File: src/pkg/tcc_map.svh
// Register map, field layout and code constants of the timer count control
//
// Operation
// Second channel control register ignored in reset-synchronous PWM or PWM3.
// Clear select 000: counter free-runs, never cleared by match or capture.
// Clear codes 001,010,101,110 clear on register A,B,C,D; 100,111 reserved.
// Clear code 011 clears this counter together with the other counter.
// Synchronous clear acts only while the channel sync bit is set.
// Software sets clear code 001 in PWM and reset-synchronous PWM.
// Software sets channel 0 clear code 000 in complementary PWM.
// Edge field: 00 rising, 01 falling, 10 both edges; 11 reserved.
// Edge selection applies only to external pin source with input enabled.
// Source 101 is the external pin, only with input enable set.
// Source 000 is system clock, or oscillator clock when option bit set.
// Software avoids divided sources 001 to 100 while option bit set.
// Software moves system clock to oscillator before enabling the timer.
// Software disables the timer before moving system clock elsewhere.
// Control registers reset to zero; read undefined when option set, disabled.
// Counter adds one on each active event of the selected source.
`ifndef TCC_MAP_SVH
`define TCC_MAP_SVH

// ============================================================
// Register offsets (byte addresses)
`define TCC_ADR_CR0 20'hf0270
`define TCC_ADR_CR1 20'hf0280
`define TCC_ADR_MODE 20'hf0290
`define TCC_ADR_FUNC 20'hf0294
`define TCC_ADR_START 20'hf0298
`define TCC_ADR_CNT0 20'hf029c
`define TCC_ADR_CNT1 20'hf02a0

// ============================================================
// Reset values
`define TCC_CR_RST 8'h00
`define TCC_MODE_RST 4'h0
`define TCC_CNT_RST 16'h0000
`define TCC_UNDEF_READ 8'hff

// ============================================================
// Field positions
`define TCC_CLR_HI 7
`define TCC_CLR_LO 5
`define TCC_EDGE_HI 4
`define TCC_EDGE_LO 3
`define TCC_SRC_HI 2
`define TCC_SRC_LO 0
`define TCC_MODE_SYNC 0
`define TCC_MODE_PWM_HI 3
`define TCC_MODE_PWM_LO 1
`define TCC_FUNC_EXTEN 0

// ============================================================
// Clear select codes
`define TCC_CLR_FREE 3'h0
`define TCC_CLR_A 3'h1
`define TCC_CLR_B 3'h2
`define TCC_CLR_SYNC 3'h3
`define TCC_CLR_C 3'h5
`define TCC_CLR_D 3'h6

// ============================================================
// Count source and edge codes
`define TCC_SRC_CLK 3'h0
`define TCC_SRC_DIV2 3'h1
`define TCC_SRC_DIV4 3'h2
`define TCC_SRC_DIV8 3'h3
`define TCC_SRC_DIV32 3'h4
`define TCC_SRC_EXT 3'h5
`define TCC_EDGE_RISE 2'h0
`define TCC_EDGE_FALL 2'h1
`define TCC_EDGE_BOTH 2'h2

// ============================================================
// Prescaler taps
`define TCC_PRE_MAX 5'h1f
`define TCC_PRE_M2 5'h01
`define TCC_PRE_M4 5'h03
`define TCC_PRE_M8 5'h07
`define TCC_PRE_M32 5'h1f

`endif

File: src/pkg/tcc_pkg.sv
// Types shared by the timer count control
package tcc_pkg;

  // Counter operating mode, Gray-coded along the usual path
  typedef enum logic [2:0] {
    TCC_MODE_TIMER = 3'h0,
    TCC_MODE_PWM = 3'h1,
    TCC_MODE_RSPWM = 3'h3,
    TCC_MODE_CPWM = 3'h2,
    TCC_MODE_PWM3 = 3'h6
  } tcc_mode_type;

  // Match pulses, four general registers per channel
  typedef logic [1:0][3:0] tcc_match_type;

  typedef logic [15:0] tcc_count_type;

endpackage

File: src/core/tcc_timer_ctrl.sv
// Count control of two channel counters with a Wishbone register port
`timescale 1ns/1ns
`default_nettype none
`include "tcc_map.svh"

module tcc_timer_ctrl #(
  parameter int ADR_W = 20,
  parameter int CNT_W = 16
) (
  input wire logic clk_i,
  input wire logic rst_i,
  input wire logic [ADR_W-1:0] wb_adr_i,
  input wire logic [31:0] wb_dat_i,
  input wire logic [3:0] wb_sel_i,
  input wire logic wb_we_i,
  input wire logic wb_cyc_i,
  input wire logic wb_stb_i,
  output logic [31:0] wb_dat_o,
  output logic wb_ack_o,
  input wire tcc_pkg::tcc_match_type match_i,
  input wire logic ext_count_clock_pin_i,
  input wire logic oscillator_option_bit_i,
  input wire logic timer_module_enable_i,
  input wire logic hoco_tick_i,
  output logic [CNT_W-1:0] channel0_counter_o,
  output logic [CNT_W-1:0] channel1_counter_o
);
  import tcc_pkg::*;

  // ============================================================
  // Registers and state
  logic [7:0] count_control_ch0;
  logic [7:0] count_control_ch1;
  logic channel_sync_bit;
  tcc_mode_type pwm_mode;
  logic ext_clock_input_enable;
  logic [1:0] start;
  logic osc_opt;
  logic strap_done;
  logic [4:0] prescale;
  logic ext_meta;
  logic ext_sync;
  logic ext_prev;
  logic [CNT_W-1:0] cnt [2];
  logic [7:0] eff_cr [2];
  logic [1:0] tick;
  logic [1:0] clr_own;
  logic [1:0] clr;
  logic [1:0] run;
  logic ext_rise;
  logic ext_fall;
  logic acc;
  logic wr;
  logic lane0;
  logic undef_rd;
  logic [31:0] next_dat;

  function automatic logic [2:0] clr_field(input logic [7:0] cr);
    clr_field = cr[`TCC_CLR_HI:`TCC_CLR_LO];
  endfunction

  function automatic logic [2:0] src_field(input logic [7:0] cr);
    src_field = cr[`TCC_SRC_HI:`TCC_SRC_LO];
  endfunction

  function automatic logic [1:0] edge_field(input logic [7:0] cr);
    edge_field = cr[`TCC_EDGE_HI:`TCC_EDGE_LO];
  endfunction

  // ============================================================
  // Bus access decode
  assign acc = wb_cyc_i && wb_stb_i && !wb_ack_o;
  assign wr = acc && wb_we_i;
  assign lane0 = wb_sel_i[0];
  assign undef_rd = osc_opt && !timer_module_enable_i;

  always_ff @(posedge clk_i) begin
    if (rst_i) begin
      count_control_ch0 <= `TCC_CR_RST;
      count_control_ch1 <= `TCC_CR_RST;
    end else if (wr && lane0) begin
      if (wb_adr_i == `TCC_ADR_CR0) begin
        count_control_ch0 <= wb_dat_i[7:0];
      end
      if (wb_adr_i == `TCC_ADR_CR1) begin
        count_control_ch1 <= wb_dat_i[7:0];
      end
    end
  end

  always_ff @(posedge clk_i) begin
    if (rst_i) begin
      channel_sync_bit <= 1'b0;
      pwm_mode <= TCC_MODE_TIMER;
      ext_clock_input_enable <= 1'b0;
      start <= 2'h0;
    end else if (wr && lane0) begin
      if (wb_adr_i == `TCC_ADR_MODE) begin
        channel_sync_bit <= wb_dat_i[`TCC_MODE_SYNC];
        pwm_mode <= tcc_mode_type'(
          wb_dat_i[`TCC_MODE_PWM_HI:`TCC_MODE_PWM_LO]);
      end
      if (wb_adr_i == `TCC_ADR_FUNC) begin
        ext_clock_input_enable <= wb_dat_i[`TCC_FUNC_EXTEN];
      end
      if (wb_adr_i == `TCC_ADR_START) begin
        start <= wb_dat_i[1:0];
      end
    end
  end

  // Read mux; unmapped addresses read zero and still get an ack
  always_comb begin
    next_dat = 32'h0000_0000;
    case (wb_adr_i)
      `TCC_ADR_CR0: begin
        next_dat[7:0] = undef_rd ? `TCC_UNDEF_READ : count_control_ch0;
      end
      `TCC_ADR_CR1: begin
        next_dat[7:0] = undef_rd ? `TCC_UNDEF_READ : count_control_ch1;
      end
      `TCC_ADR_MODE: begin
        next_dat[`TCC_MODE_SYNC] = channel_sync_bit;
        next_dat[`TCC_MODE_PWM_HI:`TCC_MODE_PWM_LO] = pwm_mode;
      end
      `TCC_ADR_FUNC: begin
        next_dat[`TCC_FUNC_EXTEN] = ext_clock_input_enable;
      end
      `TCC_ADR_START: begin
        next_dat[1:0] = start;
      end
      `TCC_ADR_CNT0: begin
        next_dat[CNT_W-1:0] = cnt[0];
      end
      `TCC_ADR_CNT1: begin
        next_dat[CNT_W-1:0] = cnt[1];
      end
      default: begin
        next_dat = 32'h0000_0000;
      end
    endcase
  end

  // Fixed one-wait answer keeps the decode off the ack path
  always_ff @(posedge clk_i) begin
    if (rst_i) begin
      wb_ack_o <= 1'b0;
      wb_dat_o <= 32'h0000_0000;
    end else begin
      wb_ack_o <= acc;
      wb_dat_o <= acc ? next_dat : 32'h0000_0000;
    end
  end

  // ============================================================
  // Oscillator option strap, caught once after reset release
  always_ff @(posedge clk_i) begin
    if (rst_i) begin
      osc_opt <= 1'b0;
      strap_done <= 1'b0;
    end else if (!strap_done) begin
      osc_opt <= oscillator_option_bit_i;
      strap_done <= 1'b1;
    end
  end

  // ============================================================
  // Prescaler and external pin edge detect
  always_ff @(posedge clk_i) begin
    if (rst_i) begin
      prescale <= 5'h00;
    end else begin
      prescale <= prescale + 5'h01;
    end
  end

  always_ff @(posedge clk_i) begin
    if (rst_i) begin
      ext_meta <= 1'b0;
      ext_sync <= 1'b0;
      ext_prev <= 1'b0;
    end else begin
      ext_meta <= ext_count_clock_pin_i;
      ext_sync <= ext_meta;
      ext_prev <= ext_sync;
    end
  end

  assign ext_rise = ext_sync && !ext_prev;
  assign ext_fall = !ext_sync && ext_prev;

  // ============================================================
  // Per-channel source, clear and counter
  // Channel 1 follows channel 0 settings in the shared-counter modes
  assign eff_cr[0] = count_control_ch0;
  assign eff_cr[1] = (pwm_mode == TCC_MODE_RSPWM ||
                      pwm_mode == TCC_MODE_PWM3) ?
                     count_control_ch0 : count_control_ch1;

  // Divided sources under the option strap are the software's problem
  function automatic logic src_tick(input logic [7:0] cr);
    logic [1:0] e;
    e = edge_field(cr);
    src_tick = 1'b0;
    case (src_field(cr))
      `TCC_SRC_CLK: src_tick = osc_opt ? hoco_tick_i : 1'b1;
      `TCC_SRC_DIV2: src_tick = (prescale[0] == `TCC_PRE_M2);
      `TCC_SRC_DIV4: src_tick = (prescale[1:0] == `TCC_PRE_M4);
      `TCC_SRC_DIV8: src_tick = (prescale[2:0] == `TCC_PRE_M8);
      `TCC_SRC_DIV32: src_tick = (prescale == `TCC_PRE_M32);
      `TCC_SRC_EXT: begin
        if (ext_clock_input_enable) begin // see
          case (e)
            `TCC_EDGE_RISE: src_tick = ext_rise;
            `TCC_EDGE_FALL: src_tick = ext_fall;
            `TCC_EDGE_BOTH: src_tick = ext_rise || ext_fall;
            default: src_tick = 1'b0;
          endcase
        end
      end
      default: src_tick = 1'b0;
    endcase
  endfunction

  function automatic logic own_clear(input logic [7:0] cr,
                                     input logic [3:0] m);
    own_clear = 1'b0;
    case (clr_field(cr))
      `TCC_CLR_A: own_clear = m[0];
      `TCC_CLR_B: own_clear = m[1];
      `TCC_CLR_C: own_clear = m[2];
      `TCC_CLR_D: own_clear = m[3];
      default: own_clear = 1'b0;
    endcase
  endfunction

  genvar ch;
  generate
    for (ch = 0; ch < 2; ch++) begin : g_ch
      assign run[ch] = start[ch] && timer_module_enable_i;
      assign tick[ch] = run[ch] && src_tick(eff_cr[ch]);
      assign clr_own[ch] = run[ch] && own_clear(eff_cr[ch], match_i[ch]);
      assign clr[ch] = clr_own[ch] ||
        (channel_sync_bit &&
         clr_field(eff_cr[ch]) == `TCC_CLR_SYNC &&
         clr_own[1-ch]);

      always_ff @(posedge clk_i) begin
        if (rst_i) begin
          cnt[ch] <= `TCC_CNT_RST;
        end else if (clr[ch]) begin
          cnt[ch] <= `TCC_CNT_RST;
        end else if (tick[ch]) begin
          cnt[ch] <= cnt[ch] + 1'b1;
        end
      end
    end
  endgenerate

  assign channel0_counter_o = cnt[0];
  assign channel1_counter_o = cnt[1];
endmodule
`default_nettype wire

File: config.mk
export PLATFORM = sky130hd
export DESIGN_NAME = tcc_timer_ctrl
export DESIGN_NICKNAME = d
export VERILOG_FILES = /design/src/pkg/tcc_pkg.sv /design/src/core/tcc_timer_ctrl.sv
export VERILOG_INCLUDE_DIRS = /design/src /design/src/pkg
export SDC_FILE = /design/constraint.sdc
export NUM_CORES = 1
export LEC_CHECK = 0
export ABC_AREA = 1
export BUFFER_PORTS_ARGS = -buffer_cell sky130_fd_sc_hd__buf_4
export CORE_AREA = 2 2 102 104
export CTS_BUF_LIST = sky130_fd_sc_hd__clkbuf_16
export CTS_CLUSTER_DIAMETER = 60
export DETAILED_ROUTE_END_ITERATION = 6
export DIE_AREA = 0 0 104 106
export MAX_ROUTING_LAYER = met4
export PLACE_DENSITY = 0.83
export SLEW_MARGIN = 20
export SYNTH_ARGS = -nofsm -noshare
export SYNTH_HDL_FRONTEND = slang
export SYNTH_SLANG_ARGS = --single-unit
File: constraint.sdc
create_clock -name clk_i -period 3 [get_ports clk_i]
set_clock_uncertainty 0.05 [all_clocks]
set_input_delay 0.9 -clock clk_i [delete_from_list [all_inputs] [get_ports clk_i]]
set_output_delay 0.9 -clock clk_i [all_outputs]
set_load 0.03 [all_outputs]
# Yosys cells after proc, flatten, opt, wreduce, memory -nomap -nowiden
# Memory sizes are Yosys's and may differ from the RTL's.
# Cells that the tools add are included.
totals:
  reg_bits: 66
  memories: 1
  ramBits: 32
  wordCells: 133
  output_inout_bits: 65
  inputBits: 73
memory_table:
  columns: ["name", "words", "width", "read_ports", "rd_ports_with_merged_regs", "wr", "line", "text"]
  rows:
  - ["cnt", 2, 16, 2, 0, 2, "tcc_timer_ctrl.sv:44", "logic [CNT_W-1:0] cnt [2];"]
op_classes:
  n_mux: 38
  n_addsub: 3
  bitwise: 5
  n_eq_ne: 36
  n_reduce_logical: 35
ops:
  columns: ["operator", "count"]
  rows:
  - ["20-bit equality test, second input constant", 7]
  - ["16-bit two-way mux", 4]
  - ["16-bit by 1-bit adder with 16-bit output, second input constant", 2]
  - ["3-bit equality test, second input constant", 10]
  - ["3-bit by 2-bit equality test with 1-bit output, second input constant", 9]
  - ["8-bit two-way mux", 3]
  - ["1-bit two-way mux", 20]
  - ["1-bit one-hot mux with 6 select lines", 3]
  - ["1-bit logical AND", 17]
  - ["4-bit one-hot mux with 4 select lines", 1]
  - ["8-bit one-hot mux with 2 select lines", 1]
  - ["3-bit by 1-bit equality test with 1-bit output, second input constant", 4]
  - ["2-bit one-hot mux with 5 select lines", 1]
  - ["2-bit AND reduction", 5]
  - ["1-bit one-hot mux with 4 select lines", 2]
  - ["1-bit one-hot mux with 7 select lines", 1]
  - ["2-bit equality test, second input constant", 3]
  - ["3-bit logical NOT", 2]
  - ["1-bit one-hot mux with 3 select lines", 2]
  - ["5-bit by 1-bit adder with 5-bit output, second input constant", 1]
  - ["5-bit equality test, second input constant", 1]
  - ["2-bit by 1-bit equality test with 1-bit output, second input constant", 2]
  - ["1-bit logical NOT", 4]
  - ["2-bit logical NOT", 2]
  - ["other kinds (4)", 10]

# Logic depth before layout (Yosys ltp)
logic_depth:
  ltp_word: 13
  ltp_mapped: 17
  depth_no_buf: 15

# Worst setup path before layout
# No wires, ideal clock.
synth_path:
  path_type: "register to register"
  start: "register pwm_mode[0]"
  end: "memory cnt[1][0], enable pin"
  stages_incl_launch_ff: 17
  period_less_slack_ns: 2.745
  arrival_ns: 2.324
  setup_time_ns: 0.372
  setup_slack_ns: 0.255
  required_time_ns: 2.578
  n_path_buf: 2
  cell_sequence: "dfxtp_1 -> nand2_1 -> nand2_1 -> nor2_2 -> buf_6 -> o21ai_0 -> inv_1 -> ha_1 -> a22o_1 -> inv_1 -> nand2_1 -> nand3_2 -> nand2_2 -> nor2_4 -> nand2_4 -> buf_12 -> nand2_1"
synth_lines:
  columns: ["element", "line", "text"]
  rows:
  - ["from (decl)", "tcc_timer_ctrl.sv:35", "tcc_mode_type pwm_mode;"]
  - ["from (signal assigned)", "tcc_timer_ctrl.sv:100", "pwm_mode <= tcc_mode_type'("]
  - ["to (decl)", "tcc_timer_ctrl.sv:44", null]

==> qor.csv <==
metric,value,unit
Seq pwr share,47.6,%
Initial Utilization,47.8,%
post-CTS setup buffers,0,
Syn-to-layout area delta,23.1,%
Setup crit end kind,flip-flop,
crit path cell chain,nand2_1 > nand2_1 > nor2_2 > o21ai_0 > inv_1 > ha_1 > nand2_1 > nand2_1 > nand3b_1 > nand3_2 > nand2_2 > nor2_4 > nand2_4 > nand2_1 > buf_4,
Logic pwr share,9.0,%
CTS Buf Count,9,
fin crit share,89.5,%
Clk pwr share,43.4,%
clock tree sinks,82,
row cnt,37,
post-DP HPWL,8940,um
GPL Wtd Cong,0.957,
R2R Path End,cnt[1][10],
TritonCTS clock tree,yes,
global-route wire length before repair,19800,um
CP arrival,2.67,ns
CP Class,flip-flop to flip-flop,
Hold Path Class,flip-flop to flip-flop,
CP required,2.98,ns
Place WS,0.345,ns
Worst path max stage delay,0.42,ns
worst rel slew slack,66.1,%
layout cells sized above 1,20.1,%
Vias,4417,
Leak Pwr,2.63,nW
"Avg Cell Area, Syn",7.41,um2
io pins,138,
number of cells on the worst hold path,2,
endpoints failing hold,0,
P_int,1.85,mW
status,"finished, final reports clean",
FMAX,372,MHz
Tmin final,2.69,ns
core area,0.0100,mm2
later-pin clock latency in the skew report,0.34,ns
cts hold-fix bufs,0,
Resize count post-CTS,0,
initial antenna violation count,0,
Post-Syn Instances,645,
n_diodes,0,
post-DR wirelength/cell,13.2,um
R2R depth,15,
vias in the first global route,4219,
yosys warns,0,
crit start category,flip-flop,
Die ar.,0.0110,mm2
input/output buffers,94,
filler cell count,923,
DR pass1 iterations,6,
max-cap violations,0,
Net Sw Power,0.677,mW
most frequent CP cell,nand2_1,
# nets final,831,
Buf/Inv on CP,2,
Syn Std Cell Area,0.00478,mm2
Switching Share,26.8,%
gr usage total,22.8,%
sequential area share after synthesis,41.0,%
DRC viols,0,
Setup Total Neg Slack,0,ns
CP Max Fanout,16,
Top Layer Used,met4,
CTS HTree Levels,3,
clock-pin slew on the worst setup and hold paths,0.07,ns
final setup violation count,0,
Root Driver,clkbuf_16,
met1 WL,5080,um
#FFs+latches synth,82,
final wirelength,11700,um
Slew @ Worst Pin,0.504,ns
Register Area,0.00196,mm2
CP max stage cell,dfxtp_1,
Longest Clk Path Bufs,2,
global route overflow,0,
metal3 WL,712,um
VDD IR max,0.000294,V
Die Height,106,um
die width,104,um
R2R setup slack,0.31,ns
RSZ-0062 raised after global routing,no,
pin count of the biggest net entering global routing,18,
worst reg2reg path startpoint,pwm_mode[2],
"Worst Setup Slack, final",0.315,ns
Cell Pwr Density,429,mW/mm2
Worst Hold Slack,0.358,ns
fin. max-slew vios,0,
Multi-input gate area,0.00234,mm2
Yosys cell types,35,
Top Family by Delay on Critical Path,simple AND/OR/NAND/NOR gates,
Finished Core Util,58.9,%
Hold Crit Endpoint,ext_sync,
min-delay src,ext_meta,
via density per instance,4.97,
remaining antenna violation count,0,
initial DRC count,306,
met2 wire len,5680,um
[sequential cells by signal (all words and copies together), names as in the netlist]
signal                  count
cnt                        32
ext_clock_input_enable      1
wb_dat_o                   16
pwm_mode                    3
ext_prev                    1
osc_opt                     1
strap_done                  1
count_control_ch0           8
start                       2
ext_meta                    1
prescale                    5
wb_ack_o                    1
ext_sync                    1
channel_sync_bit            1
count_control_ch1           8
[final cells by class]
class	count	share of cell area (%)
flip-flops and latches	82	33.3
inverters	85	5.42
repair buffers	106	13.5
multi-input cells	464	39.8
clock inverters	7	1.21
well taps	136	2.89
clock buffers	9	3.83
[through the flow]
stage | area [um2] | instances | power [mW]
5_1_grt | 5890 | 889 | 2.60
3_5_place_dp | 5590 | 873 | 1.45
4_1_cts | 5890 | 889 | 2.53
2_1_floorplan | 4840 | 660 | 1.37
3_3_place_gp | 5590 | 873 | 1.45
6_report | 5890 | 889 | 2.52
[placed cells by master, fill, tap and decap left out, types with 3 or more instances in the layout]
cell type  count
nand2_1      131
buf_4        106
nor2_1       102
inv_1         83
dfxtp_1       50
o21ai_0       43
a21oi_1       32
edfxtp_1      32
nand3_1       30
nand4_1       27
xor2_1        19
conb_1        16
nor2_2        10
ha_1          10
nor3_1         9
clkbuf_16      9
xnor2_1        8
nor2_4         6
nand3b_1       4
nand3_2        4
inv_8          3
[cells in the mapped netlist, drive strengths merged]
cell type  number  area [um2]
a211oi          2        15.0
a21oi          32         160
a22o            1        8.76
and3            1        6.26
buf            24         194
clkbuf          5        18.8
clkinv          1        3.75
conb            1        3.75
dfxtp          50        1000
edfxtp         32         961
ha             10         125
inv            84         315
nand2         135         527
nand3          34         190
nand3b          4        30.0
nand4          27         169
nor2          118         513
nor3           10        55.1
nor3b           1        12.5
o211ai          1        7.51
o21ai          43         215
or2             2        12.5
xnor2           8        70.1
xor2           19         166
[worst register-to-register path, cell delays in order (launching register included)]
cell      delay [ns]
dfxtp_1         0.42
nand2_1         0.10
nand2_1         0.09
nor2_2          0.08
o21ai_0         0.36
inv_1           0.09
ha_1            0.21
nand2_1         0.06
nand2_1         0.05
nand3b_1        0.18
nand3_2         0.10
nand2_2         0.10
nor2_4          0.14
nand2_4         0.06
nand2_1         0.05
buf_4           0.24
[cells by family after synthesis]
kind of cell | synth area share, %
and+or+nand+nor | 31.7
buffers and inverters | 11.1
DFF | 41.0
AOI/OAI and AO/OA | 8.51
xor gates and xnor gates | 4.95
adders and majority gates | 2.62
other | 0.0784
[power groups by stage]
stage                     logic [mW]  registers, mW  clock network (mW)
after floorplan                0.117           1.25                   0
after detailed placement       0.226           1.23                   0
after global routing           0.250           1.20                1.15
after global placement         0.222           1.23                   0
after CTS                      0.227           1.20                1.10
final                          0.227           1.20                1.09
[worst max path at each step]
| stage | depth (start not counted) | slack (ns) | start | endpoint |
|---|---|---|---|---|
| after global placement | 11 | 0.40 | wb_adr_i[17] | wb_dat_o[4] |
| after detailed placement | 15 | 0.34 | pwm_mode[0] | cnt[1][4] |
| final | 15 | 0.31 | pwm_mode[2] | cnt[1][10] |
| after floorplan | 16 | 0.25 | pwm_mode[0] | cnt[1][0] |
| after CTS | 15 | 0.33 | pwm_mode[2] | cnt[1][0] |
| after global routing | 16 | 0.03 | pwm_mode[2] | cnt[1][4] |
[metal layers]
| metal | up-vias | GRT usage [%] |
|---|---|---|
| met5 | - | - |
| met4 | 0 | 8.49 |
| met3 | 19 | 4.41 |
| met2 | 144 | 38.3 |
| met1 | 1990 | 27.3 |
| li1 | 2264 | - |
Note: power is estimated with default switching activity, not from simulation.
